File: src/verilog/lpmc_pkg.sv
// constants and types shared by the low-power mode controller
// assumes a 25 MHz pclk and an 8-bit APB address window
package lpmc_pkg;
	// ==========================================
	// register map
	localparam logic [7:0] LPMC_ADDR_SYS_CTRL_1 = 8'h00;
	localparam logic [7:0] LPMC_ADDR_SYS_CTRL_2 = 8'h04;
	localparam logic [7:0] LPMC_ADDR_INT_CTRL   = 8'h08;
	localparam logic [7:0] LPMC_ADDR_INT_LATCH  = 8'h0C;
	localparam logic [7:0] LPMC_ADDR_STATUS     = 8'h10;
	// ==========================================
	// field positions
	localparam int LPMC_STOP_BIT   = 7;
	localparam int LPMC_REL_MODE_BIT  = 6;
	localparam int LPMC_EXIT_MODE_BIT = 5;
	localparam int LPMC_OUTEN_BIT     = 4;
	localparam int LPMC_WARMUP_LSB    = 2;
	localparam int LPMC_DV1_BIT       = 1;
	localparam int LPMC_OSC_EN_BIT    = 7;
	localparam int LPMC_CLK_SEL_BIT   = 5;
	localparam int LPMC_IDLE_BIT      = 4;
	localparam int LPMC_MASTER_EN_BIT = 7;
	localparam int LPMC_NUM_INT    = 5;
	localparam int LPMC_WAKE_INT   = 4;
	// ==========================================
	// reset values
	localparam logic [7:0] LPMC_RST_SYS_CTRL_1 = 8'h00;
	localparam logic [7:0] LPMC_RST_SYS_CTRL_2 = 8'h80;
	localparam logic [7:0] LPMC_RST_INT_CTRL   = 8'h00;
	// ==========================================
	// warm-up timing, rounded up to whole pclk cycles
	localparam int LPMC_CLK_PERIOD_NS = 40;
	localparam int LPMC_WARMUP_00_NS  = 9831000;
	localparam int LPMC_WARMUP_01_NS  = 3277000;
	localparam int LPMC_WARMUP_10_NS  = 819000;
	localparam int LPMC_WARMUP_00_CYC = (LPMC_WARMUP_00_NS + LPMC_CLK_PERIOD_NS - 1) / LPMC_CLK_PERIOD_NS;
	localparam int LPMC_WARMUP_01_CYC = (LPMC_WARMUP_01_NS + LPMC_CLK_PERIOD_NS - 1) / LPMC_CLK_PERIOD_NS;
	localparam int LPMC_WARMUP_10_CYC = (LPMC_WARMUP_10_NS + LPMC_CLK_PERIOD_NS - 1) / LPMC_CLK_PERIOD_NS;
	localparam int LPMC_CNT_W         = 20;

	typedef enum logic [1:0] {LPMC_NORMAL, LPMC_STOP, LPMC_WARMUP, LPMC_IDLE} lpmc_mode_t;
endpackage

File: src/verilog/lpmc_sync.sv
// two-flop synchroniser for a bus of asynchronous pins
// assumes the pins are quasi-static relative to pclk
module lpmc_sync
	import lpmc_pkg::*;
#(
	parameter int W = 1
)(
	input  wire logic         pclk,
	input  wire logic         presetn,
	input  wire logic [W-1:0] async_in,
	output logic      [W-1:0] sync_out
);
	logic [W-1:0] stage1;

	always_ff @(posedge pclk or negedge presetn)
	begin
		if (!presetn)
		begin
			stage1   <= '0;
			sync_out <= '0;
		end
		else
		begin
			stage1   <= async_in;
			sync_out <= stage1;
		end
	end
endmodule

File: src/verilog/lpmc_warmup_timer.sv
// down-counter that times the oscillator warm-up interval
// assumes start is a one-cycle pulse and load is nonzero
module lpmc_warmup_timer
	import lpmc_pkg::*;
(
	input  wire logic                  pclk,
	input  wire logic                  presetn,
	input  wire logic                  start,
	input  wire logic [LPMC_CNT_W-1:0] load,
	output logic                       busy,
	output logic                       done
);
	logic [LPMC_CNT_W-1:0] count;
	wire                   last = busy && (count == LPMC_CNT_W'(1));

	always_ff @(posedge pclk or negedge presetn)
	begin
		if (!presetn)
		begin
			count <= '0;
			busy  <= 1'b0;
			done  <= 1'b0;
		end
		else
		begin
			done <= last;
			if (start)
			begin
				count <= load;
				busy  <= 1'b1;
			end
			else if (busy)
			begin
				count <= count - LPMC_CNT_W'(1);
				busy  <= !last;
			end
		end
	end
endmodule

File: src/verilog/lpmc_ctrl.sv
// low-power mode controller: STOP and IDLE sequencing with APB registers
// assumes APB master on pclk, async wake and interrupt pins, presetn from the reset pin
//
// How it works
// RULE1: stop bit write enters STOP
// RULE2: oscillator halted while stopped
// RULE3: core state frozen across STOP
// RULE4: timing generator cleared on STOP entry
// RULE5: level mode wakes on high pin
// RULE6: level mode, pin high: skip to warm-up
// RULE7: software checks pin low before STOP
// RULE8: warm-up always completes, never re-stops
// RULE9: mode switched while stopped needs edge
// RULE10: edge mode stops anyway, wakes on rise
// RULE11: warm-up runs oscillator, core stays idle
// RULE12: warm-up length by select, doubled option
// RULE13: resume after warm-up, generator from zero
// RULE14: reset pin aborts STOP or IDLE
// RULE15: pin change during STOP sets latch
// RULE16: software masks interrupts around STOP
// RULE17: idle bit write halts CPU, watchdog
// RULE18: core state frozen across IDLE
// RULE19: master off: enabled interrupt resumes inline
// RULE20: software clears latch after inline wake
// RULE21: master on: enabled interrupt vectors
// RULE22: pending watchdog interrupt blocks IDLE
// RULE23: STOP release clears the stop bit
// RULE24: exit mode zero restores normal clocks
//
// The implementer's own choices: the register addresses and the APB slave port.
module lpmc_ctrl
	import lpmc_pkg::*;
#(
	parameter int unsigned WARMUP_CYC_00 = LPMC_WARMUP_00_CYC,
	parameter int unsigned WARMUP_CYC_01 = LPMC_WARMUP_01_CYC,
	parameter int unsigned WARMUP_CYC_10 = LPMC_WARMUP_10_CYC
)(
	input  wire logic                    pclk,
	input  wire logic                    presetn,
	input  wire logic                    psel,
	input  wire logic                    penable,
	input  wire logic                    pwrite,
	input  wire logic [7:0]              paddr,
	input  wire logic [31:0]             pwdata,
	output logic      [31:0]             prdata,
	output logic                         pready,
	output logic                         pslverr,
	input  wire logic                    port2_bit0,
	input  wire logic [LPMC_NUM_INT-2:0] ext_int_pins,
	input  wire logic                    wdt_int_pending,
	output logic                         hf_osc_run,
	output logic                         sysclk_sel,
	output logic                         core_hold,
	output logic                         cpu_halt,
	output logic                         wdt_halt,
	output logic                         periph_halt,
	output logic                         tg_clear,
	output logic                         cpu_resume,
	output logic                         int_vector_req,
	output logic                         wdt_service
);
	// ==========================================
	// state and registers
	lpmc_mode_t              mode;
	lpmc_mode_t              next_mode;
	logic [7:0]              sys_ctrl_1;
	logic [7:0]              sys_ctrl_2;
	logic [7:0]              int_ctrl;
	logic [LPMC_NUM_INT-1:0] int_latch;
	logic [LPMC_NUM_INT-1:0] pins_sync;
	logic [LPMC_NUM_INT-1:0] pins_prev;
	logic                    need_edge;
	logic                    timer_busy;
	logic                    timer_done;
	logic [LPMC_CNT_W-1:0]   warmup_load;

	// ==========================================
	// pin synchronisers
	lpmc_sync #(.W(LPMC_NUM_INT)) u_sync (
		.pclk     (pclk),
		.presetn  (presetn),
		.async_in ({port2_bit0, ext_int_pins}),
		.sync_out (pins_sync)
	);

	wire wake_hi   = pins_sync[LPMC_WAKE_INT];
	wire wake_rise = wake_hi && !pins_prev[LPMC_WAKE_INT];

	// ==========================================
	// APB decode
	wire wr_en     = psel && penable && pwrite;
	wire rd_setup  = psel && !penable && !pwrite;
	wire hit_c1    = paddr == LPMC_ADDR_SYS_CTRL_1;
	wire hit_c2    = paddr == LPMC_ADDR_SYS_CTRL_2;
	wire hit_ic    = paddr == LPMC_ADDR_INT_CTRL;
	wire hit_lat   = paddr == LPMC_ADDR_INT_LATCH;
	wire hit_st    = paddr == LPMC_ADDR_STATUS;
	wire mapped    = hit_c1 || hit_c2 || hit_ic || hit_lat || hit_st;
	wire wr_c1     = wr_en && hit_c1;
	wire wr_c2     = wr_en && hit_c2;
	wire wr_ic     = wr_en && hit_ic;
	wire wr_lat    = wr_en && hit_lat;

	assign pready  = 1'b1;
	assign pslverr = psel && penable && !mapped;

	// ==========================================
	// mode requests
	wire release_mode_sel = sys_ctrl_1[LPMC_REL_MODE_BIT];
	wire stop_exit_mode   = sys_ctrl_1[LPMC_EXIT_MODE_BIT];
	wire stop_req         = wr_c1 && pwdata[LPMC_STOP_BIT] && mode == LPMC_NORMAL;
	wire stop_skip        = stop_req && pwdata[LPMC_REL_MODE_BIT] && wake_hi;
	wire idle_req         = wr_c2 && pwdata[LPMC_IDLE_BIT] && mode == LPMC_NORMAL;
	wire idle_block       = idle_req && wdt_int_pending;
	wire int_master_en    = int_ctrl[LPMC_MASTER_EN_BIT];
	wire int_wake         = |(int_latch & int_ctrl[LPMC_NUM_INT-1:0]);
	wire stop_wake        = wake_rise || (release_mode_sel && !need_edge && wake_hi);
	wire in_stop    = mode == LPMC_STOP || mode == LPMC_WARMUP;
	wire warm_start = (mode == LPMC_STOP && stop_wake) || stop_skip;
	wire warm_end   = mode == LPMC_WARMUP && timer_done;

	// ==========================================
	// warm-up length select
	wire [1:0] warmup_sel = sys_ctrl_1[LPMC_WARMUP_LSB +: 2];
	wire [LPMC_CNT_W-1:0] base_cyc =
		(warmup_sel == 2'h0) ? LPMC_CNT_W'(WARMUP_CYC_00) :
		(warmup_sel == 2'h1) ? LPMC_CNT_W'(WARMUP_CYC_01) :
		LPMC_CNT_W'(WARMUP_CYC_10); // reserved code 11 falls back to the shortest [RULE12]
	assign warmup_load = sys_ctrl_1[LPMC_DV1_BIT] ? (base_cyc << 1) : base_cyc; // [RULE12]

	lpmc_warmup_timer u_timer (
		.pclk    (pclk),
		.presetn (presetn),
		.start   (warm_start),
		.load    (warmup_load),
		.busy    (timer_busy),
		.done    (timer_done)
	);

	// ==========================================
	// mode sequencer
	always_comb
	begin
		next_mode = mode;
		unique case (mode)
			LPMC_NORMAL:
				if (stop_skip)
					next_mode = LPMC_WARMUP; // [RULE6]
				else if (stop_req)
					next_mode = LPMC_STOP; // [RULE1] [RULE10]
				else if (idle_req && !idle_block)
					next_mode = LPMC_IDLE; // [RULE17] [RULE22]
			LPMC_STOP:
				if (stop_wake)
					next_mode = LPMC_WARMUP; // [RULE5] [RULE9] [RULE10]
			LPMC_WARMUP:
				if (timer_done)
					next_mode = LPMC_NORMAL; // [RULE8] [RULE13]
			LPMC_IDLE:
				if (int_wake)
					next_mode = LPMC_NORMAL; // [RULE19] [RULE21]
		endcase
	end

	// reset pin drives presetn, so either low-power mode falls straight back to normal
	always_ff @(posedge pclk or negedge presetn)
	begin
		if (!presetn)
			mode <= LPMC_NORMAL; // [RULE14]
		else
			mode <= next_mode;
	end

	// edge memory: set on edge-mode entry, a rise clears it
	always_ff @(posedge pclk or negedge presetn)
	begin
		if (!presetn)
			need_edge <= 1'b0;
		else if (stop_req)
			need_edge <= !pwdata[LPMC_REL_MODE_BIT]; // [RULE9]
		else if (wake_rise)
			need_edge <= 1'b0;
	end

	always_ff @(posedge pclk or negedge presetn)
	begin
		if (!presetn)
			pins_prev <= '0;
		else
			pins_prev <= pins_sync;
	end

	// ==========================================
	// control registers
	always_ff @(posedge pclk or negedge presetn)
	begin
		if (!presetn)
			sys_ctrl_1 <= LPMC_RST_SYS_CTRL_1;
		else if (wr_c1 && mode == LPMC_NORMAL)
			sys_ctrl_1 <= stop_skip ? (pwdata[7:0] & ~8'h80) : pwdata[7:0];
		else if (warm_end)
			sys_ctrl_1[LPMC_STOP_BIT] <= 1'b0; // [RULE23]
		else if (mode == LPMC_STOP && wr_c1)
			sys_ctrl_1[LPMC_REL_MODE_BIT] <= pwdata[LPMC_REL_MODE_BIT];
	end

	always_ff @(posedge pclk or negedge presetn)
	begin
		if (!presetn)
			sys_ctrl_2 <= LPMC_RST_SYS_CTRL_2;
		else if (warm_end && !stop_exit_mode)
		begin
			sys_ctrl_2[LPMC_OSC_EN_BIT]  <= 1'b1; // [RULE24]
			sys_ctrl_2[LPMC_CLK_SEL_BIT] <= 1'b0; // [RULE24]
		end
		else if (mode == LPMC_IDLE && int_wake)
			sys_ctrl_2[LPMC_IDLE_BIT] <= 1'b0;
		else if (wr_c2 && mode == LPMC_NORMAL)
			sys_ctrl_2 <= {pwdata[7], 1'b0, pwdata[5], pwdata[4] && !idle_block, 4'h0};
	end

	always_ff @(posedge pclk or negedge presetn)
	begin
		if (!presetn)
			int_ctrl <= LPMC_RST_INT_CTRL;
		else if (wr_ic)
			int_ctrl <= pwdata[7:0] & 8'h9F;
	end

	// ==========================================
	// interrupt latches: pin edges set, a loaded zero clears, set wins
	genvar gi;
	generate
		for (gi = 0; gi < LPMC_NUM_INT; gi++)
		begin : g_latch
			wire changed = pins_sync[gi] != pins_prev[gi];
			// any change counts in STOP or warm-up; a falling edge otherwise
			wire set_ev  = in_stop ? changed : (changed && !pins_sync[gi]); // [RULE15]
			always_ff @(posedge pclk or negedge presetn)
			begin
				if (!presetn)
					int_latch[gi] <= 1'b0;
				else if (set_ev)
					int_latch[gi] <= 1'b1;
				else if (wr_lat)
					int_latch[gi] <= pwdata[gi];
			end
		end
	endgenerate

	// ==========================================
	// read data, captured in the setup phase
	wire [31:0] rd_mux =
		hit_c1 ? {24'h0, sys_ctrl_1} :
		hit_c2 ? {24'h0, sys_ctrl_2} :
		hit_ic ? {24'h0, int_ctrl} :
		hit_lat ? {27'h0, int_latch} :
		hit_st ? {26'h0, timer_busy, need_edge, wake_hi, 1'b0, mode} : 32'h0;

	always_ff @(posedge pclk or negedge presetn)
	begin
		if (!presetn)
			prdata <= 32'h0;
		else if (rd_setup)
			prdata <= rd_mux;
	end

	// ==========================================
	// outputs to the clock and core
	// pclk is the always-on domain; hf_osc_run gates the oscillator for the rest
	always_ff @(posedge pclk or negedge presetn)
	begin
		if (!presetn)
		begin
			hf_osc_run     <= 1'b1;
			sysclk_sel     <= 1'b0;
			core_hold      <= 1'b0;
			cpu_halt       <= 1'b0;
			wdt_halt       <= 1'b0;
			periph_halt    <= 1'b0;
			tg_clear       <= 1'b0;
			cpu_resume     <= 1'b0;
			int_vector_req <= 1'b0;
			wdt_service    <= 1'b0;
		end
		else
		begin
			hf_osc_run     <= next_mode != LPMC_STOP; // [RULE2] [RULE11]
			sysclk_sel     <= sys_ctrl_2[LPMC_CLK_SEL_BIT];
			core_hold      <= next_mode != LPMC_NORMAL; // [RULE3] [RULE18]
			cpu_halt       <= next_mode != LPMC_NORMAL; // [RULE17]
			wdt_halt       <= next_mode != LPMC_NORMAL;
			periph_halt    <= next_mode == LPMC_STOP || next_mode == LPMC_WARMUP; // [RULE11]
			tg_clear       <= next_mode == LPMC_STOP || next_mode == LPMC_WARMUP; // [RULE4]
			cpu_resume     <= warm_end || (mode == LPMC_IDLE && int_wake); // [RULE13]
			int_vector_req <= mode == LPMC_IDLE && int_wake && int_master_en; // [RULE21]
			wdt_service    <= idle_block; // [RULE22]
		end
	end

	// ==========================================
	// assertions
	a_stop_enter: assert property (@(posedge pclk) disable iff (!presetn) // [RULE1]
		stop_req && !stop_skip |=> mode == LPMC_STOP && !hf_osc_run)
		else $error("stop request did not enter STOP");

	a_osc_halt: assert property (@(posedge pclk) disable iff (!presetn) // [RULE2]
		mode == LPMC_STOP && $past(mode) == LPMC_STOP |-> !hf_osc_run && core_hold)
		else $error("oscillator running in STOP");

	a_tg_clear: assert property (@(posedge pclk) disable iff (!presetn) // [RULE4]
		in_stop |-> tg_clear)
		else $error("timing generator not cleared in STOP");

	a_level_skip: assert property (@(posedge pclk) disable iff (!presetn) // [RULE6]
		stop_skip |=> mode == LPMC_WARMUP && !sys_ctrl_1[LPMC_STOP_BIT])
		else $error("level-mode stop with pin high not skipped");

	a_warmup_commit: assert property (@(posedge pclk) disable iff (!presetn) // [RULE8]
		mode == LPMC_WARMUP |=> mode == LPMC_WARMUP || mode == LPMC_NORMAL)
		else $error("warm-up left for a mode other than normal");

	a_edge_exit: assert property (@(posedge pclk) disable iff (!presetn) // [RULE10]
		mode == LPMC_STOP && wake_rise |=> mode == LPMC_WARMUP ##0 timer_busy)
		else $error("rising wake edge did not start warm-up");

	a_stop_clear: assert property (@(posedge pclk) disable iff (!presetn) // [RULE23]
		warm_end |=> !sys_ctrl_1[LPMC_STOP_BIT] && mode == LPMC_NORMAL && cpu_resume)
		else $error("stop bit not cleared on release");

	a_exit_clocks: assert property (@(posedge pclk) disable iff (!presetn) // [RULE24]
		warm_end && !stop_exit_mode |=>
		sys_ctrl_2[LPMC_OSC_EN_BIT] && !sys_ctrl_2[LPMC_CLK_SEL_BIT])
		else $error("normal clocks not restored on exit");

	a_idle_vector: assert property (@(posedge pclk) disable iff (!presetn) // [RULE21]
		mode == LPMC_IDLE && int_wake |=> cpu_resume && (int_vector_req == $past(int_master_en)))
		else $error("idle release vector mismatch");

	a_idle_wdt: assert property (@(posedge pclk) disable iff (!presetn) // [RULE22]
		idle_block |=> mode == LPMC_NORMAL && wdt_service)
		else $error("idle entered with watchdog pending");

	a_latch_set: assert property (@(posedge pclk) disable iff (!presetn) // [RULE15]
		in_stop && pins_sync[0] != pins_prev[0] |=> int_latch[0])
		else $error("pin change in STOP did not set latch");

	c_edge_cycle: cover property (@(posedge pclk) disable iff (!presetn)
		mode == LPMC_STOP ##1 mode == LPMC_WARMUP);
	c_idle_vec: cover property (@(posedge pclk) disable iff (!presetn) int_vector_req);
	c_level_skip: cover property (@(posedge pclk) disable iff (!presetn) stop_skip);
endmodule

File: config.mk
export PLATFORM = sky130hd
export DESIGN_NAME = lpmc_ctrl
export DESIGN_NICKNAME = d
export VERILOG_FILES = /design/src/verilog/lpmc_pkg.sv /design/src/verilog/lpmc_sync.sv /design/src/verilog/lpmc_warmup_timer.sv /design/src/verilog/lpmc_ctrl.sv
export SDC_FILE = /design/constraint.sdc
export NUM_CORES = 1
export LEC_CHECK = 0
export BUFFER_PORTS_ARGS = -buffer_cell sky130_fd_sc_hd__buf_2
export CORE_UTILIZATION = 58
export CTS_CLUSTER_SIZE = 24
export DETAILED_ROUTE_END_ITERATION = 8
export PLACE_DENSITY = 0.85
export SLEW_MARGIN = 5
export SYNTH_ARGS = -nofsm -noshare
export SYNTH_HDL_FRONTEND = slang
export SYNTH_SLANG_ARGS = --single-unit
File: constraint.sdc
create_clock -name pclk -period 3.3 [get_ports pclk]
set_input_delay 0.66 -clock pclk [delete_from_list [all_inputs] [get_ports pclk]]
set_output_delay 0.66 -clock pclk [all_outputs]
set_load 0.01 [all_outputs]
==> results of run 1 <==
state kept, by name, indices dropped and copies added, names as in the netlist:
signal           count
sysclk_sel           1
u_sync.sync_out      5
pins_prev            5
u_timer.done         1
u_sync.stage1        5
u_timer.count       20
sys_ctrl_1           8
int_latch            5
sys_ctrl_2           3
need_edge            1
wdt_service          1
int_ctrl             6
u_timer.busy         1
hf_osc_run           1
wdt_halt             1
int_vector_req       1
tg_clear             1
mode                 2
cpu_resume           1
prdata               8
metrics by stage:
stage / total power, mW / instance area [sq um] / std cells
2_1_floorplan: 1.07 / 4250 / 430
3_3_place_gp: 1.11 / 4340 / 532
3_5_place_dp: 1.11 / 4340 / 532
4_1_cts: 1.80 / 4520 / 548
5_1_grt: 1.85 / 4520 / 548
6_report: 1.79 / 4520 / 548
worst max-delay path, cell delays in order:
cell,delay [ns]
buf_2,0.18
or4_1,0.70
or4_4,0.61
nor2_8,0.17
mux2_2,0.35
routing by layer:
metal,part of all wire,vias up,routed length [microns]
met4,0.026,0,226
met3,0.072,26,630
met1,0.43,1578,3790
met2,0.47,162,4150
met5,0,-,0
li1,-,1501,-
cell type report:
class / count / area [sq um]
Clock inverter: 7 / 62.6
Multi-Input combinational cell: 292 / 1970
Inverter: 19 / 71.3
Timing Repair Buffer: 48 / 250
Clock buffer: 9 / 124
Fill cell: 538 / 2350
Tap cell: 96 / 120
Sequential cell: 77 / 1930
power groups by stage:
stage                     registers (mW)  logic, mW  clock network (mW)
after floorplan                    0.992     0.0820                   0
after CTS                          0.971      0.127               0.697
after global routing               0.973      0.142               0.735
after global placement             0.989      0.121                   0
final                              0.971      0.128               0.687
after detailed placement           0.989      0.125                   0
cells by family (layout without fill, tap and decap cells):
logic type                 count (synthesis)  in the layout  share of synthesized area
other                                      2             25                    0.00180
adders and majority gates                 15             15                     0.0451
and+or+nand+nor                          128            128                      0.180
muxes                                     30             30                     0.0760
buffers and inverters                     61             83                     0.0856
AOI/OAI and AO/OA                         81             81                      0.121
DFF                                       77             77                      0.463
xor gates and xnor gates                  13             13                     0.0273
synth_stat cells, types with 4 or more instances:
| cell | count |
|---|---|
| clkbuf_1 | 7 |
| a21oi_1 | 24 |
| nor4_1 | 9 |
| mux2i_1 | 17 |
| a31oi_1 | 7 |
| dfrtp_1 | 75 |
| or4_1 | 6 |
| xor2_1 | 9 |
| nand4_1 | 5 |
| inv_1 | 19 |
| nand3b_1 | 5 |
| nand3_1 | 17 |
| ha_1 | 15 |
| xnor2_1 | 4 |
| nor2_1 | 14 |
| nor3_1 | 9 |
| o21a_1 | 4 |
| mux2_2 | 12 |
| o21ai_0 | 23 |
| or4_4 | 5 |
| nand2_1 | 31 |
| buf_4 | 29 |
| o221ai_1 | 4 |
path summary, 6_finish.rpt:
kind	startpoint	to	slack [ns]	depth (start not counted)
worst max-delay path	paddr[4]	int_ctrl[2]	0.87	5
worst min-delay path	u_sync.stage1[3]	u_sync.sync_out[3]	0.36	0
worst max register to register	u_timer.busy	u_timer.count[19]	0.98	4
worst min register to register	u_sync.stage1[3]	u_sync.sync_out[3]	0.36	0
max in group asynchronous	presetn	u_timer.count[17]	2.26	1
min in group asynchronous	presetn	sysclk_sel	0.43	1
cells in the final DEF (no fill, tap or decap), types with 2 or more instances in the layout:
cell       netlist  routed
nand2_1         31      31
o2bb2ai_1        2       2
or3_1            3       3
a21o_1           2       2
nand3b_1         5       5
inv_8            0       2
nand4_1          5       5
xor2_1           9       9
dfrtp_1         75      75
or4_4            5       5
nor3b_1          2       2
nor4_1           9       9
inv_1           19      19
inv_6            0       3
or4_1            6       6
a21oi_1         24      24
dfstp_2          2       2
nand3_1         17      17
and3_1           2       2
mux2_2          12      12
o221ai_1         4       4
a31oi_1          7       7
ha_1            15      15
o41ai_1          2       2
buf_2            3      44
and2_1           3       3
o21ai_0         23      23
o31ai_1          3       3
conb_1           2      25
buf_4           29       4
mux2i_1         17      17
clkbuf_8         0       9
xnor2_1          4       4
nor3_1           9       9
or2_2            2       2
o21a_1           4       4
nor2_1          14      14
==> impl_metrics.py, run 1 <==
metrics = {
    "status": {
        "outcome": "finished clean",
    },
    "sta": {
        "slew_headroom": 0.377,
        "rsz0062_at_grt": "no",
        "slew_violations": 0,
        "setup_tns_ns": 0,
        "setup_ws_ns": 0.870,
        "finalHoldWorstSlack_ns": 0.355,
        "fmax_mhz": 411,
        "worst_slew_pin_slew_ns": 0.935,
        "post-route-period-util": 0.737,
        "fin_crit_ns": 2.43,
        "setup_viol": 0,
        "finalHoldViolCount": 0,
        "fin_worst_skew_ns": 0.0102,
    },
    "grt": {
        "grt_util_met2": 0.402,
        "grt_max_degree": 78,
        "gr-total-overflow": 0,
        "grt.busiest_layer": "met2",
        "grt.total_usage": 0.254,
        "grt_use_met1": 0.331,
        "grt_pass1_wl_mm": 14.5,
        "use_met3": 0.0581,
        "antenna_found_initial": 0,
        "grt_pass1_vias": 3030,
    },
    "clock_network": {
        "cts_tree": "done",
        "clock_latency_ns": 0.36,
        "clk_pin_slew_worst_paths_ns": 0.09,
        "post-cts-setup-buffer-count": 0,
        "root_buffer": "clkbuf_8",
        "cts.sinks": 77,
        "cts_max_level": 3,
        "numCtsBuffers": 9,
        "cts.path.max_buffers": 2,
        "post_cts_resized": 0,
        "holdBufCountCts": 0,
    },
    "yosys": {
        "async_flop_share": 1.00,
        "synth_area_sq_um": 4170,
        "synth_edf_count": 0,
        "yosysSeqAreaShare": 0.463,
        "syn_area_per_cell_sq_um": 10.2,
        "synth_seq_cells": 77,
        "ys.flop_type": "dfrtp_1",
        "synth_top_area_cell": "dfrtp_1",
        "yosysWarnings": 0,
        "synth_top_area_share": 0.451,
        "yosys.cell_types.count": 63,
        "synthTopCellsByArea": "dfrtp_1 45%, buf_4 5.2%, ha_1 4.5%",
        "synthCells": 407,
    },
    "floorplan": {
        "core-area_sq_um": 6870,
        "die_area_sq_um": 7520,
        "die_y_microns": 86.7,
        "start_util": 0.606,
        "pin_count": 95,
        "die_width_microns": 86.7,
        "rows": 30,
    },
    "power_and_ir_drop": {
        "leakage_nw": 2.04,
        "p_int_mw": 1.29,
        "pwr-share-clk": 0.385,
        "ir_worst_vdd_mv": 0.254,
        "power_density_nw_per_um2": 395,
        "p_switching_mw": 0.492,
        "seq_power_share": 0.544,
        "p_comb_frac": 0.071,
        "swShare": 0.276,
    },
    "detailed_routing": {
        "ant_nets": 0,
        "drt-total-wl_mm": 8.79,
        "post_drt_wl_per_cell_microns": 16.0,
        "dr.pass1.iters": 5,
        "vias": 3267,
        "initialDrtViolationCount": 188,
        "vias_per_cell": 5.96,
        "drc_errors": 0,
    },
    "finish": {
        "layout-drive-gt1-share": 0.208,
        "diodes": 0,
        "final_nets": 513,
        "syn_to_final_growth_pct": 8.59,
        "final_util": 0.658,
    },
    "worst_setup_path": {
        "critPathLaunchType": "input port",
        "cp.arrival_ns": 2.68,
        "criticalPathCategory": "in2reg",
        "critPathCaptureType": "flop",
        "path_max_fanout": 9,
        "worstPathRequired_ns": 3.55,
    },
    "place": {
        "dp_hpwl_mm": 6.21,
        "place_ws_ns": 0.525,
        "routabilityCongestion": 0.923,
        "io_buffer_count": 45,
    },
    "worst_hold_path": {
        "hold_path_class": "reg2reg",
    },
    "flow_run": {
        "maxCapViolations": 0,
    },
}
Note: power is estimated with default switching activity, not from simulation.
==> run 2: changes to the inputs <==
CORE_UTILIZATION = 49   (was 58)
PLACE_DENSITY = 0.76   (was 0.85)
clock period = 2.1 ns   (was 3.3 ns; I/O delays follow)
==> impl_metrics.py, run 2 (synthesized netlist as in run 1, its figures left out) <==
metrics = {
    "status": {
        "outcome": "finished with violations",
        "violations": "negative setup slack",
    },
    "sta": {
        "slew_violations": 0,
        "rsz0062_at_grt": "yes",
        "setup_ws_ns": -0.0310,
        "fin_crit_ns": 2.13,
        "worst_slew_pin_slew_ns": 0.543,
        "post-route-period-util": 1.01,
        "finalHoldViolCount": 0,
        "fin_worst_skew_ns": 0.0140,
        "setup_viol": 2,
        "slew_headroom": 0.633,
        "fmax_mhz": 469,
        "setup_tns_ns": -0.0555,
        "finalHoldWorstSlack_ns": 0.161,
    },
    "worst_setup_path": {
        "path_cells": "or4_4, or4_4, or4_1, a31oi_1",
        "path_common_cell": "or4_4",
        "path_max_fanout": 3,
        "worstPathRequired_ns": 2.38,
        "slowest_stage": "or4_4",
        "critPathCaptureType": "flop",
        "criticalPathCategory": "reg2reg",
        "critPathLaunchType": "flop",
        "cp.arrival_ns": 2.41,
        "critical_path.top_delay_family": "simple AND/OR/NAND/NOR gates",
        "critPathMaxStageDelay_ns": 0.57,
        "worst-path-buf-inv": 0,
    },
    "finish": {
        "final_cell_mix": "75 x dfrtp_1, 51 x buf_4, 44 x buf_2",
        "reg_top3": "u_timer.count: 20 flops, prdata: 8 flops, sys_ctrl_1: 8 flops",
        "final_util": 0.605,
        "stdcell_count": 606,
        "design_area_sq_um": 4970,
        "diodes": 0,
        "largest_register_ffs": 20,
        "mostFrequentLayoutCell": "dfrtp_1",
        "final_nets": 562,
        "syn_to_final_growth_pct": 19.4,
        "layout-drive-gt1-share": 0.301,
        "regMostFlops": "u_timer.count",
    },
    "floorplan": {
        "start_util": 0.507,
        "core-area_sq_um": 8220,
        "rows": 33,
        "pin_count": 95,
        "die_y_microns": 94.2,
        "die_width_microns": 94.2,
        "die_area_sq_um": 8870,
    },
    "clock_network": {
        "root_buffer": "clkbuf_8",
        "cts_max_level": 3,
        "clk_pin_slew_worst_paths_ns": 0.08,
        "cts_tree": "done",
        "numCtsBuffers": 9,
        "clock_latency_ns": 0.36,
        "cts.sinks": 77,
        "cts.path.max_buffers": 2,
    },
    "grt": {
        "grt.total_usage": 0.229,
        "gr-total-overflow": 0,
        "grt_pass1_wl_mm": 15.5,
        "antenna_found_initial": 0,
        "grt_pass1_vias": 3265,
        "grt_max_degree": 46,
    },
    "place": {
        "dp_hpwl_mm": 7.02,
        "routabilityCongestion": 0.924,
        "io_buffer_count": 45,
        "dpl_cell_area_sq_um": 4710,
        "post-place-cells": 583,
        "place_ws_ns": -0.237,
    },
    "detailed_routing": {
        "dr.pass1.iters": 6,
        "drt-total-wl_mm": 9.45,
        "drc_errors": 0,
        "ant_nets": 0,
        "vias_per_cell": 5.56,
        "initialDrtViolationCount": 197,
        "vias": 3369,
        "post_drt_wl_per_cell_microns": 15.6,
    },
    "worst_hold_path": {
        "hold_path_class": "in2reg",
    },
    "power_and_ir_drop": {
        "leakage_nw": 2.27,
        "power_density_nw_per_um2": 558,
        "ir_worst_vdd_mv": 0.379,
        "total_power_mw": 2.78,
    },
    "flow_run": {
        "maxCapViolations": 0,
    },
}
[run 2: power breakdown]
part / internal [mW] / switching, mW / total, mW / leakage, nW
registers: 1.51 / 0.0141 / 1.52 / 0.917
logic: 0.0861 / 0.138 / 0.224 / 1.27
clock network: 0.457 / 0.571 / 1.03 / 0.0880
[run 2: path summary, 6_finish.rpt]
kind | endpoint | slack (ns) | cells past startpoint | from
max in group asynchronous | u_timer.count[4] | 0.97 | 3 | presetn
worst min-delay path | u_sync.stage1[4] | 0.16 | 1 | port2_bit0
min in group asynchronous | int_ctrl[7] | 0.54 | 2 | presetn
worst max-delay path | u_timer.count[16] | -0.03 | 4 | u_timer.count[5]
worst max register to register | u_timer.count[16] | -0.03 | 4 | u_timer.count[5]
worst min register to register | u_sync.sync_out[0] | 0.35 | 0 | u_sync.stage1[0]
[run 2: what timing repair did]
item	4_1_cts	5_1_grt
gates resized for setup	0	8
endpoints found under the hold margin	8	0
setup buffers	0	6
pin swaps	2	4
cloned	0	0
setup endpoints to repair	2	6
hold buffers	1	0
[run 2: worst register-to-register path: cells and delay by family (launching register included)]
family             cells  cell delay [ns]
AOI/OAI and AO/OA      1             0.13
and+or+nand+nor        3             1.55
DFF                    1             0.39
[run 2: cell type report]
cell class	count	area (sq um)
clock buffers	10	138
clock inverters	6	38.8
fillers	703	3240
inverters	19	71.3
multi-input cells	292	2030
flip-flops and latches	77	1930
well taps	105	131
repair buffers	97	633
[run 2: routing by layer]
| metal | vias up | share of wire | global-route usage |
|---|---|---|---|
| li1 | 1601 | - | - |
| met1 | 1637 | 0.44 | 0.291 |
| met2 | 113 | 0.49 | 0.371 |
| met3 | 18 | 0.054 | 0.0591 |
| met4 | 0 | 0.022 | 0.0923 |
| met5 | - | 0 | 0 |
==> run 3: changes to the inputs <==
BUFFER_PORTS_ARGS = default   (was -buffer_cell sky130_fd_sc_hd__buf_2)
CORE_UTILIZATION = 57   (was 49)
DONT_BUFFER_PORTS = 1   (was default)
PLACE_DENSITY = 0.75   (was 0.76)
SYNTH_HIERARCHICAL = 1   (was default)
==> impl_metrics.py, run 3 <==
metrics = {
    "detailed_routing": {
        "vias": 3084,
        "dr.pass1.iters": 5,
        "initialDrtViolationCount": 165,
        "vias_per_cell": 5.72,
        "drc_errors": 0,
        "ant_nets": 0,
        "post_drt_wl_per_cell_microns": 15.4,
        "drt-total-wl_mm": 8.28,
    },
    "yosys": {
        "yosysWarnings": 6,
        "ys.flop_type": "dfrtp_1",
        "synth_seq_cells": 77,
        "synthTopCellsByArea": "dfrtp_1 45%, buf_4 5.2%, nand2_1 4.6%",
        "yosys.cell_types.count": 56,
        "synth_area_sq_um": 4200,
        "syn_area_per_cell_sq_um": 9.82,
        "synth_commonest_cells": "75 x dfrtp_1, 51 x nand2_1, 30 x o21ai_0",
        "synth_edf_count": 0,
        "yosysSeqAreaShare": 0.459,
        "synth_top_area_cell": "dfrtp_1",
        "synth_top_area_share": 0.447,
        "async_flop_share": 1.00,
        "yosysMostFrequentCell": "dfrtp_1",
        "synthCells": 428,
    },
    "worst_setup_path": {
        "critPathLaunchType": "flop",
        "path_cells": "inv_2, ha_1, and4_1, nand4_1, buf_4, o21ai_0, o32a_1, ha_1",
        "critPathMaxStageDelay_ns": 0.40,
        "rrSetupSlack_ns": 0.12,
        "cp.arrival_ns": 2.22,
        "r2r-start": "mode[0]",
        "worstPathRequired_ns": 2.34,
        "criticalPathCategory": "reg2reg",
        "critPathCaptureType": "flop",
        "worst-path-buf-inv": 2,
        "r2r_end": "tg_clear",
        "r2r_cells": 8,
        "path_common_cell": "ha_1",
        "critical_path.top_delay_family": "compound AO/OA/AOI/OAI gates",
        "path_max_fanout": 6,
        "slowest_stage": "dfrtp_1",
    },
    "power_and_ir_drop": {
        "ir_worst_vdd_mv": 0.474,
        "total_power_mw": 4.02,
        "leakage_nw": 2.01,
        "power_density_nw_per_um2": 896,
    },
    "sta": {
        "finalHoldViolCount": 77,
        "setup_tns_ns": 0,
        "slew_violations": 0,
        "worst_slew_pin_slew_ns": 0.517,
        "setup_ws_ns": 0.117,
        "rsz0062_at_grt": "no",
        "fmax_mhz": 504,
        "post-route-period-util": 0.944,
        "finalHoldWorstSlack_ns": -0.260,
        "slew_headroom": 0.652,
        "setup_viol": 0,
        "fin_worst_skew_ns": 0.0141,
        "fin_crit_ns": 1.98,
    },
    "floorplan": {
        "pin_count": 95,
        "start_util": 0.605,
        "die_width_microns": 87.9,
        "rows": 30,
        "die_y_microns": 87.9,
        "die_area_sq_um": 7720,
        "core-area_sq_um": 6940,
    },
    "grt": {
        "antenna_found_initial": 0,
        "grt_pass1_wl_mm": 13.8,
        "grt_max_degree": 78,
        "grt.total_usage": 0.235,
        "gr-total-overflow": 0,
        "grt_pass1_vias": 2893,
    },
    "clock_network": {
        "numCtsBuffers": 9,
        "clock_latency_ns": 0.36,
        "post-cts-setup-buffer-count": 0,
        "cts.sinks": 77,
        "cts.path.max_buffers": 2,
        "clk_pin_slew_worst_paths_ns": 0.09,
        "cts_tree": "done",
        "cts_max_level": 3,
        "root_buffer": "clkbuf_8",
    },
    "finish": {
        "final_nets": 504,
        "regMostFlops": "u_timer/count",
        "largest_register_ffs": 20,
        "syn_to_final_growth_pct": 6.73,
        "design_area_sq_um": 4490,
        "final_cell_mix": "75 x dfrtp_1, 51 x nand2_1, 29 x o21ai_0",
        "mostFrequentLayoutCell": "dfrtp_1",
        "diodes": 0,
        "reg_top3": "u_timer/count: 20 flops, prdata: 8 flops, sys_ctrl_1: 8 flops",
        "layout-drive-gt1-share": 0.144,
    },
    "worst_hold_path": {
        "hold_path_class": "in2async",
    },
    "place": {
        "routabilityCongestion": 0.874,
        "io_buffer_count": 0,
        "dp_hpwl_mm": 5.96,
        "dpl_cell_area_sq_um": 4280,
        "place_ws_ns": 0.0644,
    },
    "status": {
        "outcome": "finished with violations",
        "violations": "negative hold slack",
    },
    "flow_run": {
        "maxCapViolations": 0,
    },
}
[run 3: through the flow]
step / util / hold slack, ns / std cells
after floorplan: - / 0.124 / 453
after CTS: 0.643 / -0.265 / 538
final: 0.646 / -0.260 / 539
after global placement: 0.616 / 0.126 / 522
after detailed placement: 0.616 / 0.126 / 522
after global routing: 0.646 / -0.279 / 539
[run 3: where the power goes]
part	internal, mW	leakage [nW]	switching [mW]
logic	0.454	0.973	0.515
registers	1.72	0.942	0.284
clock network	0.476	0.0909	0.571
total	2.65	2.01	1.37
[run 3: layer usage]
layer  GRT usage  vias to the layer above  routed length, microns
met4      0.0909                        0                     146
met3      0.0575                       16                     571
li1            -                     1475                       -
met5           0                        -                       0
met2       0.359                      103                    3770
met1       0.325                     1490                    3790
[run 3: kinds of logic after synthesis]
kind of cell | count (synthesis) | synth area share
compound gates | 79 | 0.121
buf+inv | 66 | 0.0884
simple gates | 156 | 0.208
fa+ha+maj | 15 | 0.0447
other cells | 2 | 0.00179
xor+xnor | 12 | 0.0250
mux | 21 | 0.0524
flops | 77 | 0.459
[run 3: what timing repair did]
| item | CTS | global route |
|---|---|---|
| endpoints found under the hold margin | 77 | 77 |
| endpoints found under the setup margin | 0 | 13 |
| gates resized for setup | 0 | 3 |
[run 3: how the worst max path moves through the flow]
stage          startpoint           endpoint  slack [ns]  depth (start not counted)
2_1_floorplan     mode[1]   u_timer/count[1]        0.05                          9
3_3_place_gp      mode[0]   u_timer/count[7]        0.12                          8
3_5_place_dp      mode[0]   u_timer/count[7]        0.06                          9
4_1_cts           mode[0]   u_timer/count[7]        0.06                          9
5_1_grt           mode[0]  u_timer/count[15]        0.01                          9
6_report          mode[0]           tg_clear        0.12                          8
[run 3: cell type report]
class / instances / area (sq um)
multi-input cells: 311 / 2030
repair buffers: 20 / 154
clock inverters: 5 / 42.5
flip-flops and latches: 77 / 1930
inverters: 19 / 71.3
fillers: 565 / 2460
well taps: 96 / 120
clock buffers: 11 / 141
[run 3: worst reg2reg max path: stages, from the launching register on]
cell,delay [ns]
dfrtp_1,0.40
inv_2,0.06
ha_1,0.19
and4_1,0.22
nand4_1,0.12
buf_4,0.20
o21ai_0,0.25
o32a_1,0.20
ha_1,0.23
